`config.mk`:
```
export PLATFORM = sky130hd
export DESIGN_NAME = ctl_word_regs
export DESIGN_NICKNAME = d
export VERILOG_FILES = /design/src/shared/ctl_word_pkg.sv /design/src/rtl/ctl_word_regs.sv /design/src/rtl/byte_lane_swap.sv
export SDC_FILE = /design/constraint.sdc
export NUM_CORES = 1
export LEC_CHECK = 0
export ABC_CLOCK_PERIOD_IN_PS = 1000
export BUFFER_PORTS_ARGS = -buffer_cell sky130_fd_sc_hd__buf_2
export CORE_ASPECT_RATIO = 0.5
export CORE_UTILIZATION = 40
export CTS_CLUSTER_DIAMETER = 120
export DETAILED_ROUTE_END_ITERATION = 10
export PLACE_DENSITY = 0.76
export RECOVER_POWER = 50
export REMOVE_ABC_BUFFERS = 1
export SYNTH_ARGS = -nofsm -noshare
export SYNTH_HDL_FRONTEND = slang
export SYNTH_SLANG_ARGS = --single-unit
```
`constraint.sdc`:
```
create_clock -name CLOCK_I -period 1 [get_ports CLOCK_I]
set_input_delay 0.2 -clock CLOCK_I [delete_from_list [all_inputs] [get_ports CLOCK_I]]
set_output_delay 0.2 -clock CLOCK_I [all_outputs]
set_load 0.02 [all_outputs]
```
`src/shared/ctl_word_pkg.sv`:
```
/*
  constants and carrier types of the combined strobe and dma control word.
  assumes a single 200 mhz clock domain (the internal ram clock) and a 32-bit
  register access port inside the device.
*/
// Notes on behaviour
// host writes word at 0x0008, full 32 bits
// upper half strobes, lower half dma controls
// bit31 gates one-cycle buffer update strobes
// bit30 gates one-cycle cycle start strobe
// bit29 gates one-cycle macrotick strobe
// bit28 gates one-cycle dynamic segment strobe
// bit27 gates one-cycle cycle zero strobe
// reserved bits read zero, host writes zero
// swap clear passes buffer data unchanged
// edge modes with swap reverse all bytes
// halfword mode swaps bytes inside halves
// swap ignored in serial host mode
// bit2 selects dma request active level
// bit1 enables dma request generation
// polarity and enable matter only when driven
// bit0 clear tri-states dma request pin
// host wires dma request to its dma
// parallel host uses two 16-bit accesses
// request when input free or output ready
package ctl_word_pkg;

  localparam logic [15:0] CTL_WORD_OFFSET = 16'h0008;
  localparam int STROBE_EN_BIT0 = 27;
  localparam int SWAP_BIT = 3;
  localparam int POL_BIT = 2;
  localparam int REQ_EN_BIT = 1;
  localparam int PIN_DRIVE_BIT = 0;
  localparam logic [31:0] CTL_WRITE_MASK = 32'hf800_000f;
  localparam logic [31:0] CTL_RESET = 32'h0000_0000;
  localparam int SYNC_STAGES = 2;

  // host bus modes as picked by the mode straps
  typedef enum logic [1:0]
  {
    MODE_RISE_EDGE,
    MODE_FALL_EDGE,
    MODE_HALFWORD_SWAP,
    MODE_SERIAL
  } host_mode_t;

  typedef struct packed
  {
    logic buf_update_strobe_en;
    logic cycle_begin_strobe_en;
    logic tick_strobe_en;
    logic dyn_segment_strobe_en;
    logic cycle_zero_strobe_en;
  } timing_strobe_control_t;

  typedef struct packed
  {
    logic byte_swap;
    logic dma_req_polarity;
    logic dma_req_enable;
    logic dma_req_pin_drive;
  } dma_support_control_t;

  // protocol timing events, one cycle pulses from the engine
  typedef struct packed
  {
    logic [3:0] buf_update;
    logic cycle_begin;
    logic tick;
    logic dyn_segment;
    logic cycle_zero;
  } timing_event_t;

  typedef struct packed
  {
    logic [3:0] buf_update;
    logic cycle_begin;
    logic tick;
    logic dyn_segment;
    logic cycle_zero;
  } timing_strobe_t;

endpackage : ctl_word_pkg

```
`src/rtl/ctl_word_regs.sv`:
```
/*
  combined timing strobe and dma support control word, with the strobe gating,
  the buffer byte swap path and the dma request pin logic.
  assumes event and status inputs come from logic on the same ram clock,
  while the host mode straps are pins and get synchronised.
*/
`timescale 1ns/100ps
`default_nettype none
module ctl_word_regs
  import ctl_word_pkg::*;
(
  input wire logic CLOCK_I,
  input wire logic NRST_I,
  input wire logic REG_WR_I,
  input wire logic REG_RD_I,
  input wire logic [15:0] REG_ADDR_I,
  input wire logic [31:0] REG_WDATA_I,
  output logic [31:0] REG_RDATA_O,
  input wire logic [1:0] HOST_MODE_I,
  input wire ctl_word_pkg::timing_event_t EVENT_I,
  output ctl_word_pkg::timing_strobe_t STROBE_O,
  input wire logic [31:0] HOST_WDATA_I,
  output logic [31:0] IBUF_WDATA_O,
  input wire logic [31:0] BUF_RDATA_I,
  output logic [31:0] HOST_RDATA_O,
  input wire logic IBUF_FREE_I,
  input wire logic OBUF_READY_I,
  input wire logic DMA_SERVICED_I,
  output logic DMA_REQ_O,
  output logic DMA_REQ_OE_O
);

  ////////////////////////////////////////////////////////////////////////////
  // registers

  timing_strobe_control_t strobe_ctl, next_strobe_ctl;
  dma_support_control_t dma_ctl, next_dma_ctl;
  logic [31:0] next_rdata;
  logic [1:0] mode_meta, mode_sync;
  logic hit;

  assign hit = (REG_ADDR_I == CTL_WORD_OFFSET);

  always_comb
  begin
    next_strobe_ctl = strobe_ctl;
    next_dma_ctl = dma_ctl;
    next_rdata = REG_RDATA_O;
    // only whole-word writes exist on this port, so no lane merging
    if (REG_WR_I && hit)
    begin
      next_strobe_ctl = timing_strobe_control_t'(REG_WDATA_I[31:STROBE_EN_BIT0]);
      next_dma_ctl = dma_support_control_t'(REG_WDATA_I[SWAP_BIT:PIN_DRIVE_BIT]);
    end
    if (REG_RD_I)
    begin
      // reserved bits are not stored and read as zero
      next_rdata = hit ? ({strobe_ctl, 23'h000000, dma_ctl} & CTL_WRITE_MASK) : 32'h0000_0000;
    end
  end

  always_ff @(posedge CLOCK_I)
  begin
    if (!NRST_I)
    begin
      strobe_ctl <= timing_strobe_control_t'(CTL_RESET[31:STROBE_EN_BIT0]);
      dma_ctl <= dma_support_control_t'(CTL_RESET[SWAP_BIT:PIN_DRIVE_BIT]);
      REG_RDATA_O <= 32'h0000_0000;
      mode_meta <= 2'h0;
      mode_sync <= 2'h0;
    end
    else
    begin
      strobe_ctl <= next_strobe_ctl;
      dma_ctl <= next_dma_ctl;
      REG_RDATA_O <= next_rdata;
      mode_meta <= HOST_MODE_I;
      mode_sync <= mode_meta;
    end
  end

  ////////////////////////////////////////////////////////////////////////////
  // timing strobes: one cycle high per event, low while disabled

  timing_strobe_t next_strobe;

  always_comb
  begin
    next_strobe.buf_update = EVENT_I.buf_update & {4{strobe_ctl.buf_update_strobe_en}};
    next_strobe.cycle_begin = EVENT_I.cycle_begin & strobe_ctl.cycle_begin_strobe_en;
    next_strobe.tick = EVENT_I.tick & strobe_ctl.tick_strobe_en;
    next_strobe.dyn_segment = EVENT_I.dyn_segment & strobe_ctl.dyn_segment_strobe_en;
    next_strobe.cycle_zero = EVENT_I.cycle_zero & strobe_ctl.cycle_zero_strobe_en;
  end

  always_ff @(posedge CLOCK_I)
  begin
    if (!NRST_I)
    begin
      STROBE_O <= '0;
    end
    else
    begin
      STROBE_O <= next_strobe;
    end
  end

  ////////////////////////////////////////////////////////////////////////////
  // byte swap, one instance per direction
  // the halfword host mode splits words into two 16-bit beats upstream

  byte_lane_swap u_swap_wr
  (
    .CLOCK_I(CLOCK_I),
    .NRST_I(NRST_I),
    .swap_i(dma_ctl.byte_swap),
    .mode_i(host_mode_t'(mode_sync)),
    .data_i(HOST_WDATA_I),
    .data_o(IBUF_WDATA_O)
  );

  byte_lane_swap u_swap_rd
  (
    .CLOCK_I(CLOCK_I),
    .NRST_I(NRST_I),
    .swap_i(dma_ctl.byte_swap),
    .mode_i(host_mode_t'(mode_sync)),
    .data_i(BUF_RDATA_I),
    .data_o(HOST_RDATA_O)
  );

  ////////////////////////////////////////////////////////////////////////////
  // dma request; the pin is meant for the host dma request input

  logic req_pending, next_req_pending;
  logic next_pin, next_oe;

  always_comb
  begin
    next_req_pending = req_pending;
    // a fresh need wins over the service acknowledge
    if (DMA_SERVICED_I)
    begin
      next_req_pending = 1'b0;
    end
    if (dma_ctl.dma_req_enable && (IBUF_FREE_I || OBUF_READY_I))
    begin
      next_req_pending = 1'b1;
    end
    if (!dma_ctl.dma_req_enable)
    begin
      next_req_pending = 1'b0;
    end
    next_oe = dma_ctl.dma_req_pin_drive;
    // polarity and enable only reach the pin while it is driven
    next_pin = next_oe & (next_req_pending ^ dma_ctl.dma_req_polarity);
  end

  always_ff @(posedge CLOCK_I)
  begin
    if (!NRST_I)
    begin
      req_pending <= 1'b0;
      DMA_REQ_O <= 1'b0;
      DMA_REQ_OE_O <= 1'b0;
    end
    else
    begin
      req_pending <= next_req_pending;
      DMA_REQ_O <= next_pin;
      DMA_REQ_OE_O <= next_oe;
    end
  end

  ////////////////////////////////////////////////////////////////////////////
  // checks

  a_strobe_buf: assert property (@(posedge CLOCK_I) disable iff (!NRST_I)
    STROBE_O.buf_update != 4'h0 |-> $past(strobe_ctl.buf_update_strobe_en))
    else $error("buffer update strobe while disabled");
  // the first edge after release still sees the enables of before reset
  a_strobe_cycle: assert property (@(posedge CLOCK_I) disable iff (!NRST_I)
    $past(NRST_I) && $past(EVENT_I.cycle_begin && strobe_ctl.cycle_begin_strobe_en)
      |-> STROBE_O.cycle_begin)
    else $error("cycle start strobe missing");
  a_strobe_tick: assert property (@(posedge CLOCK_I) disable iff (!NRST_I)
    STROBE_O.tick |-> $past(EVENT_I.tick) && $past(strobe_ctl.tick_strobe_en))
    else $error("macrotick strobe without cause");
  a_strobe_dyn: assert property (@(posedge CLOCK_I) disable iff (!NRST_I)
    STROBE_O.dyn_segment |-> $past(EVENT_I.dyn_segment))
    else $error("dynamic segment strobe without event");
  a_strobe_zero: assert property (@(posedge CLOCK_I) disable iff (!NRST_I)
    !$past(strobe_ctl.cycle_zero_strobe_en) |-> !STROBE_O.cycle_zero)
    else $error("cycle zero strobe while disabled");
  a_reserved_zero: assert property (@(posedge CLOCK_I) disable iff (!NRST_I)
    (REG_RDATA_O & ~CTL_WRITE_MASK) == 32'h0000_0000)
    else $error("reserved bits read nonzero");
  a_write_lands: assert property (@(posedge CLOCK_I) disable iff (!NRST_I)
    REG_WR_I && hit ##1 REG_RD_I && hit && !REG_WR_I
      |=> REG_RDATA_O == ($past(REG_WDATA_I, 2) & CTL_WRITE_MASK))
    else $error("written word not read back");
  a_pin_hiz: assert property (@(posedge CLOCK_I) disable iff (!NRST_I)
    !DMA_REQ_OE_O |-> !DMA_REQ_O)
    else $error("dma pin value while not driven");
  a_pin_drive: assert property (@(posedge CLOCK_I) disable iff (!NRST_I)
    $past(NRST_I) |-> DMA_REQ_OE_O == $past(dma_ctl.dma_req_pin_drive))
    else $error("dma pin enable does not follow control bit");
  a_req_level: assert property (@(posedge CLOCK_I) disable iff (!NRST_I)
    DMA_REQ_OE_O && !$past(dma_ctl.dma_req_enable) && !$past(req_pending)
      |-> DMA_REQ_O == $past(dma_ctl.dma_req_polarity))
    else $error("idle dma level wrong");
  a_req_disabled: assert property (@(posedge CLOCK_I) disable iff (!NRST_I)
    !$past(dma_ctl.dma_req_enable) |-> !req_pending)
    else $error("dma request pending while disabled");
  a_swap_off: assert property (@(posedge CLOCK_I) disable iff (!NRST_I)
    $past(NRST_I) && !$past(dma_ctl.byte_swap) |-> IBUF_WDATA_O == $past(HOST_WDATA_I))
    else $error("buffer data altered with swap off");

  c_cycle_strobe: cover property (@(posedge CLOCK_I) STROBE_O.cycle_begin);
  c_dma_active: cover property (@(posedge CLOCK_I) DMA_REQ_OE_O && req_pending);
  c_swap_half: cover property (@(posedge CLOCK_I)
    dma_ctl.byte_swap && mode_sync == 2'h2);

endmodule : ctl_word_regs
`default_nettype wire

```
`src/rtl/byte_lane_swap.sv`:
```
/*
  byte lane reorder for buffer data between host and buffers.
  assumes a registered path is acceptable: output follows input one clock later.
*/
`timescale 1ns/100ps
`default_nettype none
module byte_lane_swap
  import ctl_word_pkg::*;
(
  input wire logic CLOCK_I,
  input wire logic NRST_I,
  input wire logic swap_i,
  input wire host_mode_t mode_i,
  input wire logic [31:0] data_i,
  output logic [31:0] data_o
);

  logic [31:0] next_data;

  always_comb
  begin
    next_data = data_i;
    if (swap_i)
    begin
      unique case (mode_i)
        MODE_RISE_EDGE, MODE_FALL_EDGE:
        begin
          next_data = {data_i[7:0], data_i[15:8], data_i[23:16], data_i[31:24]};
        end
        MODE_HALFWORD_SWAP:
        begin
          next_data = {data_i[23:16], data_i[31:24], data_i[7:0], data_i[15:8]};
        end
        MODE_SERIAL:
        begin
          next_data = data_i;
        end
      endcase
    end
  end

  always_ff @(posedge CLOCK_I)
  begin
    if (!NRST_I)
    begin
      data_o <= 32'h0000_0000;
    end
    else
    begin
      data_o <= next_data;
    end
  end

endmodule : byte_lane_swap
`default_nettype wire

```
; ---- Word-level counts from Yosys, hierarchy flattened
; Index checks and enable logic that the tools add are counted.
[word_totals]
regBits = 120
inputBits = 129
out_inout_bits = 106
elab_cells = 46
[op_classes]
eq_ne = 4
n_mux = 8
bitwise_logic = 7
reduce_logical = 5
[op_table]
columns = op, n
row1 = 32-bit one-hot mux with 3 select lines, 2
row2 = 32-bit 2-to-1 mux, 3
row3 = "16-bit by 4-bit == test with 1-bit output, second input constant", 1
row4 = 1-bit bitwise AND, 5
row5 = 4-bit bitwise AND, 1
row6 = "2-bit == test, second input constant", 2
row7 = 1-bit 2-to-1 mux, 3
row8 = "2-bit by 1-bit == test with 1-bit output, second input constant", 1
row9 = 1-bit logical AND, 2
row10 = 2-bit zero test, 1
row11 = 2-bit OR reduction, 1
row12 = 1-bit logical OR, 1
row13 = 1-bit XOR, 1

; ---- Logic depth before layout (Yosys ltp)
; Gate-level depths: netlist of run 1.
[depth]
word_depth = 6
depth_mapped = 6
ltp_nobuf = 4

; ---- Hierarchy
; Synthesis of run 1 repeated with hierarchy kept, for this count alone.
[unflattened]
hier_cells = 446
hier_area_um2 = 5044.8
[modules_own_cells]
columns = module, instances, cells_each, area_each_um2, seq_area_each_um2
row1 = byte_lane_swap, 2, 152, 1849.3, 640.6
row2 = ctl_word_regs, 1, 142, 1346.3, 660.6

; ---- Worst setup path before layout of run 1
; OpenSTA, ideal clock, no wires.
[synth_timing]
path_kind = flip-flop to flip-flop
from = register mode_sync[1]
to = register u_swap_rd.data_o[0]
setup_ns = 0.132
t_arrival_ns = 0.987
required_ns = 0.868
path_slack_ns = -0.120
stages_incl_launch_ff = 6
path_buffers = 2
period_less_slack_ns = 1.120
path_cell_list = dfxtp_1 > buf_2 > buf_1 > nand2_1 > o21ai_0 > a21oi_1
[synth_between]
elab_chain_len = 4
word_cells_on_any_way = 7
classes_between = eq/ne (3) / mux (2) / reduce/logical (2)
[synth_rtl]
columns = item, line
row1 = "start, declared", ctl_word_regs.sv:39  ; logic [1:0] mode_meta, mode_sync;
row2 = "start signal, assigned", ctl_word_regs.sv:78  ; mode_sync <= mode_meta;
row3 = 2-bit by 1-bit == test with 1-bit output / 2-bit zero test (equally long branches), byte_lane_swap.sv:25  ; unique case (mode_i)
row4 = 2-bit OR reduction, byte_lane_swap.sv:25
row5 = 32-bit one-hot mux with 3 select lines (*), byte_lane_swap.sv:25
row6 = 32-bit 2-to-1 mux (*), byte_lane_swap.sv:23  ; if (swap_i)
row7 = "end signal, assigned", byte_lane_swap.sv:50  ; data_o <= next_data;
row8 = "end, declared", byte_lane_swap.sv:15  ; output logic [31:0] data_o
; Every way passes the cells marked *; elsewhere a longest branch is shown, timed or not.
; A chain may end at the register's enable or synchronous reset.

; ---- Worst setup path after layout of run 1
[layout_timing]
from = register mode_sync[0]
to = register u_swap_wr.data_o[19]
[layout_between]
elab_chain_len = 4
word_cells_on_any_way = 7
classes_between = eq/ne (3) / mux (2) / reduce/logical (2)
[layout_rtl]
columns = item, line
row1 = 2-bit by 1-bit == test with 1-bit output / 2-bit zero test (equally long branches), byte_lane_swap.sv:25
row2 = 2-bit OR reduction, byte_lane_swap.sv:25
row3 = 32-bit one-hot mux with 3 select lines (*), byte_lane_swap.sv:25
row4 = 32-bit 2-to-1 mux (*), byte_lane_swap.sv:23
row5 = "end signal, assigned", byte_lane_swap.sv:50
row6 = "end, declared", byte_lane_swap.sv:15
; Marked as above.

==> qor.txt, run 1 <==
leakage = 2.911 nW
pin count of the biggest net entering global routing = 73
placer congestion estimate = 0.8089
port bufs = 188
sequential share of power = 0.448
area leader, netlist = dfxtp_1
ys flop type = dfxtp_1
Hold Crit Start = HOST_MODE_I[1]
Setup crit start = mode_sync[0]
Final HPWL DP = 8.177 mm
GRT overflow = 0
post-DR wirelength/cell = 15.31 um
die area = 11,080 um^2
RSZ-0062 raised after global routing = true
ys async rst share = 0
vias = 4,705
#FFs+latches synth = 97
Post-DRT Antenna Nets = 0
Fillers = 757
DRC viols = 1
multi-input logic area = 2385 um^2
# nets final = 881
library cells used by synthesis = 27
Post-Syn Area = 4254 um^2
diode count = 0
startpoint types = register
number of levels in the clock H-tree = 3
slack of the critical path = -190.9 ps
WL met1 = 5.404 mm
Psw = 0.002405 W
Core Rows = 26
# hold bufs at CTS = 0
most common cell in the netlist = o21ai_0
failing checks = design-rule violations, negative setup slack
Worst Hold Depth = 2
critical path data required time = 1260 ps
DR top layer = met4
Iter 0 DRT Violations = 420
DR WL met3 = 796 um
hold_ws = 68.67 ps
syn avg cell area = 7.490 um^2
Yosys top cell area share = 0.4565
DRT Wirelength = 13.74 mm
core area = 10,280 um^2
Max Cap Violations = 0
die height = 74.92 um
r2r setup slk = -190 ps
vias in the first global route = 3,792
hold crit path type = in -> reg
Post-Layout Cell Count = 897
R2R depth = 5
Max Root-Sink Buffers = 2
critical path class = reg -> reg
Synth area leaders = dfxtp_1 46%, o21ai_0 15%, a21oi_1 8.6%, nand2_1 7.2%, nor2_1 5.8%
PwrDens = 1341 nW/um^2
clock network power share = 0.388
initial antenna violation count = 0
Max IR drop VDD = 0.0008475 V
Area growth syn-to-layout = 60.53%
Tot GR Track Use = 0.2025
First-pass DRT Iterations = 8
via/cell ratio = 5.245
final slew viol count = 0
placed cells = 867
Worst-Skew Late Latency = 340 ps
IO Count = 235
Fin. Hold Viols = 0
Placed Instance Area = 5333 um^2
Net Sw Frac = 0.2625
worst-path fanout max = 8
Final setup viols = 90
Num CTS Buffers = 9
Routed met2 length = 7.070 mm
CTS tree = done
status = complete, but fails checks
CP endpoint kind = register
Initial Util = 0.4138
Peak Freq = 0.8397 GHz
clk sinks = 97
Storage cell area = 2034 um^2
sequential fraction of the synthesis area = 0.4565
Int Pwr = 0.006755 W
final worst-path cycle share = 1.191
top cells by count, synth = 128 x o21ai_0, 97 x dfxtp_1, 82 x nand2_1
Logic pwr share = 0.164
layout cell share with drive strength beyond 1 = 0.5125
die width = 147.8 um
number of flops mapped to enable cells by yosys = 0
minimum clock period = 1191 ps
clock skew = 5.069 ps
Arrival @ worst endpoint = 1450 ps
YS warnings = 0
clock root buffer = clkbuf_16
first-pass GRT wire length = 17.73 mm
total negative slack = -9638 ps
Reg clk slew, reported paths = 70 ps
Gate Count Post-Synth = 568
final instance area = 6829 um^2
Critical R2R Launch = mode_sync[0]
layout by cell type (no fill, tap or decap), types with 9 or more instances in the layout:
master and instances:
o21ai_1 11, o21ai_2 35, nand3_2 9, clkbuf_16 13
nand2_1 82, a21oi_1 44, buf_6 86, a21oi_2 29
nor2_1 66, nand2b_1 9, dfxtp_2 68, buf_4 17
buf_12 9, mux2i_1 9, conb_1 23, o21ai_0 80
buf_2 103, dfxtp_1 27
cell families after synthesis:
group | count (synthesis) | synth area share
AO/OA/AOI/OAI | 203 | 0.2409
AND/OR/NAND/NOR | 185 | 0.1882
flip-flops | 97 | 0.4565
buffers and inverters | 72 | 0.09029
multiplexers | 9 | 0.02118
XOR/XNOR | 1 | 0.002059
other | 1 | 0.0008815
final cells by class:
cell class,count,area share
Timing Repair Buffer,220,0.2811
Multi-Input combinational cell,422,0.3492
Clock buffer,12,0.03756
Tap cell,140,0.02565
Sequential cell,97,0.2979
Clock inverter,4,0.007512
Inverter,2,0.001099
state kept, by name, indices dropped and copies added, names as in the netlist, 2 cells and up:
name	count
u_swap_wr.data_o	32
strobe_ctl	5
dma_ctl	3
STROBE_O	8
mode_meta	2
REG_RDATA_O	9
u_swap_rd.data_o	32
mode_sync	2
worst max-delay path, stage by stage (launching register included):
cell	delay, ps
dfxtp_4	380
a21boi_4	170
buf_12	170
buf_6	140
o21ai_0	100
a21oi_1	150
power groups by stage:
stage	clock, W	sequential [W]	combinational [W]
global route	0.00377	0.00411	0.00163
detailed placement	0	0.00414	0.00117
floorplan	0	0.00436	0.000393
global placement	0	0.00414	0.00116
CTS	0.00359	0.00408	0.00130
finish	0.00355	0.00411	0.00150
what timing repair did:
action,CTS,global route
buffers inserted,1,5
endpoints found under the hold margin,0,0
setup endpoints to repair,159,152
cloned,1,7
resized for setup,171,198
pin swaps,10,3
per-layer routing:
layer,up-vias,track usage
li1,2244,-
met1,2180,0.2329
met2,232,0.3774
met3,49,0.03697
met4,0,0.09507
met5,-,0
final timing paths:
path	endpoint
worst max-delay path	u_swap_wr.data_o[19]
worst min-delay path	mode_meta[1]
worst max register to register	u_swap_wr.data_o[19]
worst min register to register	mode_sync[1]
through the flow:
step	setup WS, ps	utilization	power (W)
4_1_cts	-109.9	0.5981	0.008971
6_report	-190.9	0.6643	0.009160
5_1_grt	-229.3	0.6643	0.009507
3_3_place_gp	-467.0	0.5187	0.005293
3_5_place_dp	-453.7	0.5187	0.005315
2_1_floorplan	-2478	-	0.004753
No activity file was read; power rests on OpenSTA's default activity.
==> inputs of run 2 (changes only) <==
--- a/config.mk
+++ b/config.mk
@@ -8,6 +8,7 @@
 export ABC_CLOCK_PERIOD_IN_PS = 1000
 export BUFFER_PORTS_ARGS = -buffer_cell sky130_fd_sc_hd__buf_2
 export CORE_ASPECT_RATIO = 0.5
+export CORE_MARGIN = 4
 export CORE_UTILIZATION = 40
 export CTS_CLUSTER_DIAMETER = 120
 export DETAILED_ROUTE_END_ITERATION = 10
@@ -17,3 +18,4 @@
 export SYNTH_ARGS = -nofsm -noshare
 export SYNTH_HDL_FRONTEND = slang
 export SYNTH_SLANG_ARGS = --single-unit
+export TNS_END_PERCENT = 1
==> run 2 against run 1 <==
The run ends with negative setup slack left. Non-clock buffer count decreased by 7. Die area increased by 12%. Utilization decreased by 2.2 points. Critical path depth unchanged. Combinational power about the same. First-iteration DRC count increased by 11%. Clock-buffer cell count increased by 1. Sequential share of layout area increased by 0.84 points. Sequential cell count unchanged. Critical path type unchanged.
==> qor.txt, run 2 (same netlist as run 1, synthesis figures left out) <==
Num CTS Buffers = 9
status = complete, but fails checks
Fin. Hold Viols = 0
Max Root-Sink Buffers = 2
CP endpoint kind = register
port bufs = 188
die width = 153.8 um
via/cell ratio = 5.247
Post-DRT Antenna Nets = 0
failing checks = negative setup slack
clk sinks = 97
slack of the critical path = -202.0 ps
First-pass DRT Iterations = 5
Initial Util = 0.4138
layout cell share with drive strength beyond 1 = 0.4352
Peak Freq = 0.8319 GHz
PwrDens = 1362 nW/um^2
clock root buffer = clkbuf_16
DRT Wirelength = 14.62 mm
Max Cap Violations = 0
top flop regs = u_swap_rd.data_o: 32 flops, u_swap_wr.data_o: 32 flops, REG_RDATA_O: 9 flops
die area = 12,450 um^2
first-pass GRT wire length = 19.76 mm
critical path data required time = 1270 ps
# nets final = 873
Arrival @ worst endpoint = 1470 ps
CP max stage delay = 350 ps
cell family with most CP delay = compound AO/OA/AOI/OAI gates
crit-path cells = a21boi_4 > buf_8 > clkbuf_16 > o21ai_1 > a21oi_1
startpoint types = register
most frequent cells in the layout = 98 x buf_2, 88 x buf_6, 83 x o21ai_0
GRT overflow = 0
vias = 4,665
post-DR wirelength/cell = 16.44 um
final core occ = 0.6420
Max IR drop VDD = 0.0008083 V
# hold bufs at CTS = 0
hold crit path type = in -> reg
core area = 10,280 um^2
die height = 80.92 um
critical path class = reg -> reg
Final setup viols = 69
DRC viols = 0
IO Count = 235
placer congestion estimate = 0.8214
Setup WS pre-CTS = -381.2 ps
final slew viol count = 0
Tot GR Track Use = 0.1932
number of levels in the clock H-tree = 3
leakage = 2.879 nW
clock skew = 6.599 ps
Iter 0 DRT Violations = 467
Core Rows = 26
hold_ws = 68.95 ps
worst-path fanout max = 6
RSZ-0062 raised after global routing = true
CTS tree = done
Area growth syn-to-layout = 55.15%
Design Power = 0.008988 W
critical-path cell with the highest stage delay = dfxtp_2
Final HPWL DP = 8.726 mm
Reg clk slew, reported paths = 70 ps
vias in the first global route = 4,097
pin count of the biggest net entering global routing = 73
final worst-path cycle share = 1.202
most common cell after layout, fill and taps aside = buf_2
diode count = 0
CP bufs+invs = 2
Worst-Skew Late Latency = 340 ps
total negative slack = -9124 ps
minimum clock period = 1202 ps
initial antenna violation count = 0
[run 2: timing repair]
| action | CTS | global route |
|---|---|---|
| pin swaps | 3 | 10 |
| hold endpoints to repair | 0 | 0 |
| buffers inserted | 0 | 2 |
| setup endpoints to repair | 158 | 164 |
| gates cloned | 0 | 9 |
| gates resized for setup | 146 | 165 |
[run 2: cell type report]
class                   instances  area (um^2)
clock inverters                 3        22.52
repair buffers                213         1904
clock buffers                  13        280.3
inverters                       2        7.507
multi-input cells             421         2188
flip-flops and latches         97         2022
well taps                     140        175.2
fillers                       794         3680
[run 2: report_power, final]
group          internal (W)  switching (W)  total, W
combinational      0.000646       0.000827   0.00147
clock               0.00196        0.00145   0.00342
sequential          0.00402      0.0000757   0.00410
[run 2: per-layer routing]
metal  vias to the layer above  part of all wire  track usage  wire length [um]
met5                         -                 0            0                 0
met1                      2145              0.37       0.2226              5473
met2                       258              0.51       0.3472              7480
li1                       2221                 -            -                 -
met3                        41             0.088      0.05801              1290
met4                         0             0.026      0.06960               374
[run 2: per-stage QoR]
stage | instance area [um^2] | std cells
final | 6600 | 889
after global routing | 6600 | 889
after CTS | 6018 | 878
after detailed placement | 5320 | 862
after global placement | 5320 | 862
after floorplan | 3960 | 520
[run 2: worst register-to-register path, cell delays in order (launching register included)]
cell	delay, ps
dfxtp_2	350
a21boi_4	210
buf_8	180
clkbuf_16	160
o21ai_1	70
a21oi_1	150
[run 2: final timing paths]
check,start,endpoint,slack [ps],cells past startpoint
hold / removal,HOST_MODE_I[0],mode_meta[0],70,2
setup / recovery,dma_ctl[3],u_swap_wr.data_o[11],-200,5
setup reg to reg,dma_ctl[3],u_swap_wr.data_o[11],-200,5
hold reg to reg,mode_meta[1],mode_sync[1],440,1
==> inputs of run 3 (changes only) <==
--- a/config.mk
+++ b/config.mk
@@ -7,12 +7,14 @@
 export LEC_CHECK = 0
 export ABC_CLOCK_PERIOD_IN_PS = 1000
 export BUFFER_PORTS_ARGS = -buffer_cell sky130_fd_sc_hd__buf_2
+export CELL_PAD_IN_SITES_DETAIL_PLACEMENT = 1
+export CELL_PAD_IN_SITES_GLOBAL_PLACEMENT = 1
 export CORE_ASPECT_RATIO = 0.5
 export CORE_MARGIN = 4
-export CORE_UTILIZATION = 40
+export CORE_UTILIZATION = 27
 export CTS_CLUSTER_DIAMETER = 120
 export DETAILED_ROUTE_END_ITERATION = 10
-export PLACE_DENSITY = 0.76
+export PLACE_DENSITY = 0.75
 export RECOVER_POWER = 50
 export REMOVE_ABC_BUFFERS = 1
 export SYNTH_ARGS = -nofsm -noshare
==> run 3 against run 2 <==
Largest power group unchanged. Largest cell class unchanged. The flow still finishes with violations (negative setup slack). Critical path depth unchanged. Combinational power increased by 3%. Non-clock buffer count increased by 4. Setup slack improved by 12 ps. Sequential power about the same. Sequential cell count unchanged.
==> qor.txt, run 3 (same netlist as run 1, synthesis figures left out) <==
Fin. Hold Viols = 0
worst-path fanout max = 8
final slew viol count = 0
most frequent cells in the layout = 101 x buf_2, 90 x buf_6, 87 x o21ai_0
CTS tree = done
via/cell ratio = 4.818
r2r setup slk = -190 ps
clk sinks = 97
placed cells = 931
Iter 0 DRT Violations = 181
Max IR drop VDD = 0.0007447 V
Max Root-Sink Buffers = 2
hold_ws = 68.08 ps
Fillers = 1,858
critical-path cell with the highest stage delay = dfxtp_4
sequential share of power = 0.456
crit-path cells = a21boi_4 > buf_12 > clkbuf_16 > o21ai_2 > a21oi_1
CP bufs+invs = 2
number of levels in the clock H-tree = 3
Placed Instance Area = 5438 um^2
die width = 185.5 um
vias in the first global route = 4,753
final worst-path cycle share = 1.190
Initial Util = 0.2760
CP endpoint kind = register
RSZ-0062 raised after global routing = true
Post-Layout Cell Count = 958
core area = 15,410 um^2
IO Count = 235
# hold bufs at CTS = 0
Num CTS Buffers = 9
Worst-Skew Late Latency = 340 ps
top flop regs = u_swap_rd.data_o: 32 flops, u_swap_wr.data_o: 32 flops, REG_RDATA_O: 9 flops
critical path class = reg -> reg
cell family with most CP delay = flip-flops
layout cell share with drive strength beyond 1 = 0.4861
initial antenna violation count = 2
startpoint types = register
first-pass GRT wire length = 24.40 mm
Logic pwr share = 0.169
Peak Freq = 0.8401 GHz
clock skew = 6.886 ps
First-pass DRT Iterations = 4
Area growth syn-to-layout = 59.00%
Int Pwr = 0.006431 W
final instance area = 6764 um^2
vias = 4,616
Core Rows = 32
Reg clk slew, reported paths = 70 ps
CP max stage delay = 380 ps
Net Sw Frac = 0.2872
hold crit path type = in -> reg
die height = 96.76 um
leakage = 2.897 nW
placer congestion estimate = 0.7272
GRT overflow = 0
die area = 17,950 um^2
Final setup viols = 76
PwrDens = 1334 nW/um^2
pin count of the biggest net entering global routing = 65
post-DR wirelength/cell = 17.30 um
Max Cap Violations = 0
status = complete, but fails checks
Final HPWL DP = 10.29 mm
port bufs = 188
minimum clock period = 1190 ps
Tot GR Track Use = 0.1649
DRT Wirelength = 16.58 mm
failing checks = negative setup slack
# nets final = 877
slack of the critical path = -190.4 ps
critical path data required time = 1260 ps
Post-DRT Antenna Nets = 0
clock root buffer = clkbuf_16
most common cell after layout, fill and taps aside = buf_2
Arrival @ worst endpoint = 1450 ps
final core occ = 0.4388
clock network power share = 0.376
Psw = 0.002591 W
DRC viols = 0
Setup WS pre-CTS = -431.1 ps
## run 3: worst register-to-register path, cell delays in order (launching register included)
cell and delay [ps]:
dfxtp_4 380, a21boi_4 180, buf_12 180, clkbuf_16 170
o21ai_2 50, a21oi_1 150
## run 3: layer usage
metal / track usage / vias up / part of all wire
li1: - / 2229 / -
met1: 0.1910 / 2253 / 0.41
met2: 0.3120 / 115 / 0.53
met3: 0.03381 / 17 / 0.049
met4: 0.03269 / 2 / 0.011
met5: 0 / - / 0.00078
## run 3: final timing paths
check,start,depth (start not counted),endpoint
worst max-delay path,mode_sync[0],5,u_swap_wr.data_o[6]
worst min-delay path,HOST_MODE_I[0],2,mode_meta[0]
worst max register to register,mode_sync[0],5,u_swap_wr.data_o[6]
worst min register to register,mode_meta[1],1,mode_sync[1]
## run 3: final cells by class
class / instances / area [um^2] / share of cell area
Antenna cell: 1 / 2.502 / 0.0003700
Clock buffer: 9 / 225.2 / 0.03330
Clock inverter: 7 / 60.06 / 0.008879
Inverter: 2 / 7.507 / 0.001110
Multi-Input combinational cell: 421 / 2223 / 0.3287
Sequential cell: 97 / 2048 / 0.3028
Tap cell: 204 / 255.2 / 0.03774
Timing Repair Buffer: 217 / 1942 / 0.2871
## run 3: repair_timing
item                                    CTS  global route
endpoints found under the setup margin  166           166
cloned                                    2             6
setup buffers                             3             1
resized for setup                       196           149
pin swaps                                 4             4
## run 3: power by group through the flow
stage / combinational [W] / clock, W / sequential, W
3_3_place_gp: 0.00121 / 0 / 0.00414
5_1_grt: 0.00165 / 0.00369 / 0.00412
2_1_floorplan: 0.000393 / 0 / 0.00436
4_1_cts: 0.00141 / 0.00349 / 0.00409
3_5_place_dp: 0.00123 / 0 / 0.00414
6_report: 0.00152 / 0.00339 / 0.00411
## run 3: metrics by stage
| stage | total power [W] | TNS, ps |
|---|---|---|
| after global placement | 0.005344 | -11710 |
| after floorplan | 0.004753 | -163500 |
| final | 0.009022 | -8435 |
| after detailed placement | 0.005371 | -12700 |
| after CTS | 0.008982 | -7676 |
| after global routing | 0.009468 | -14580 |
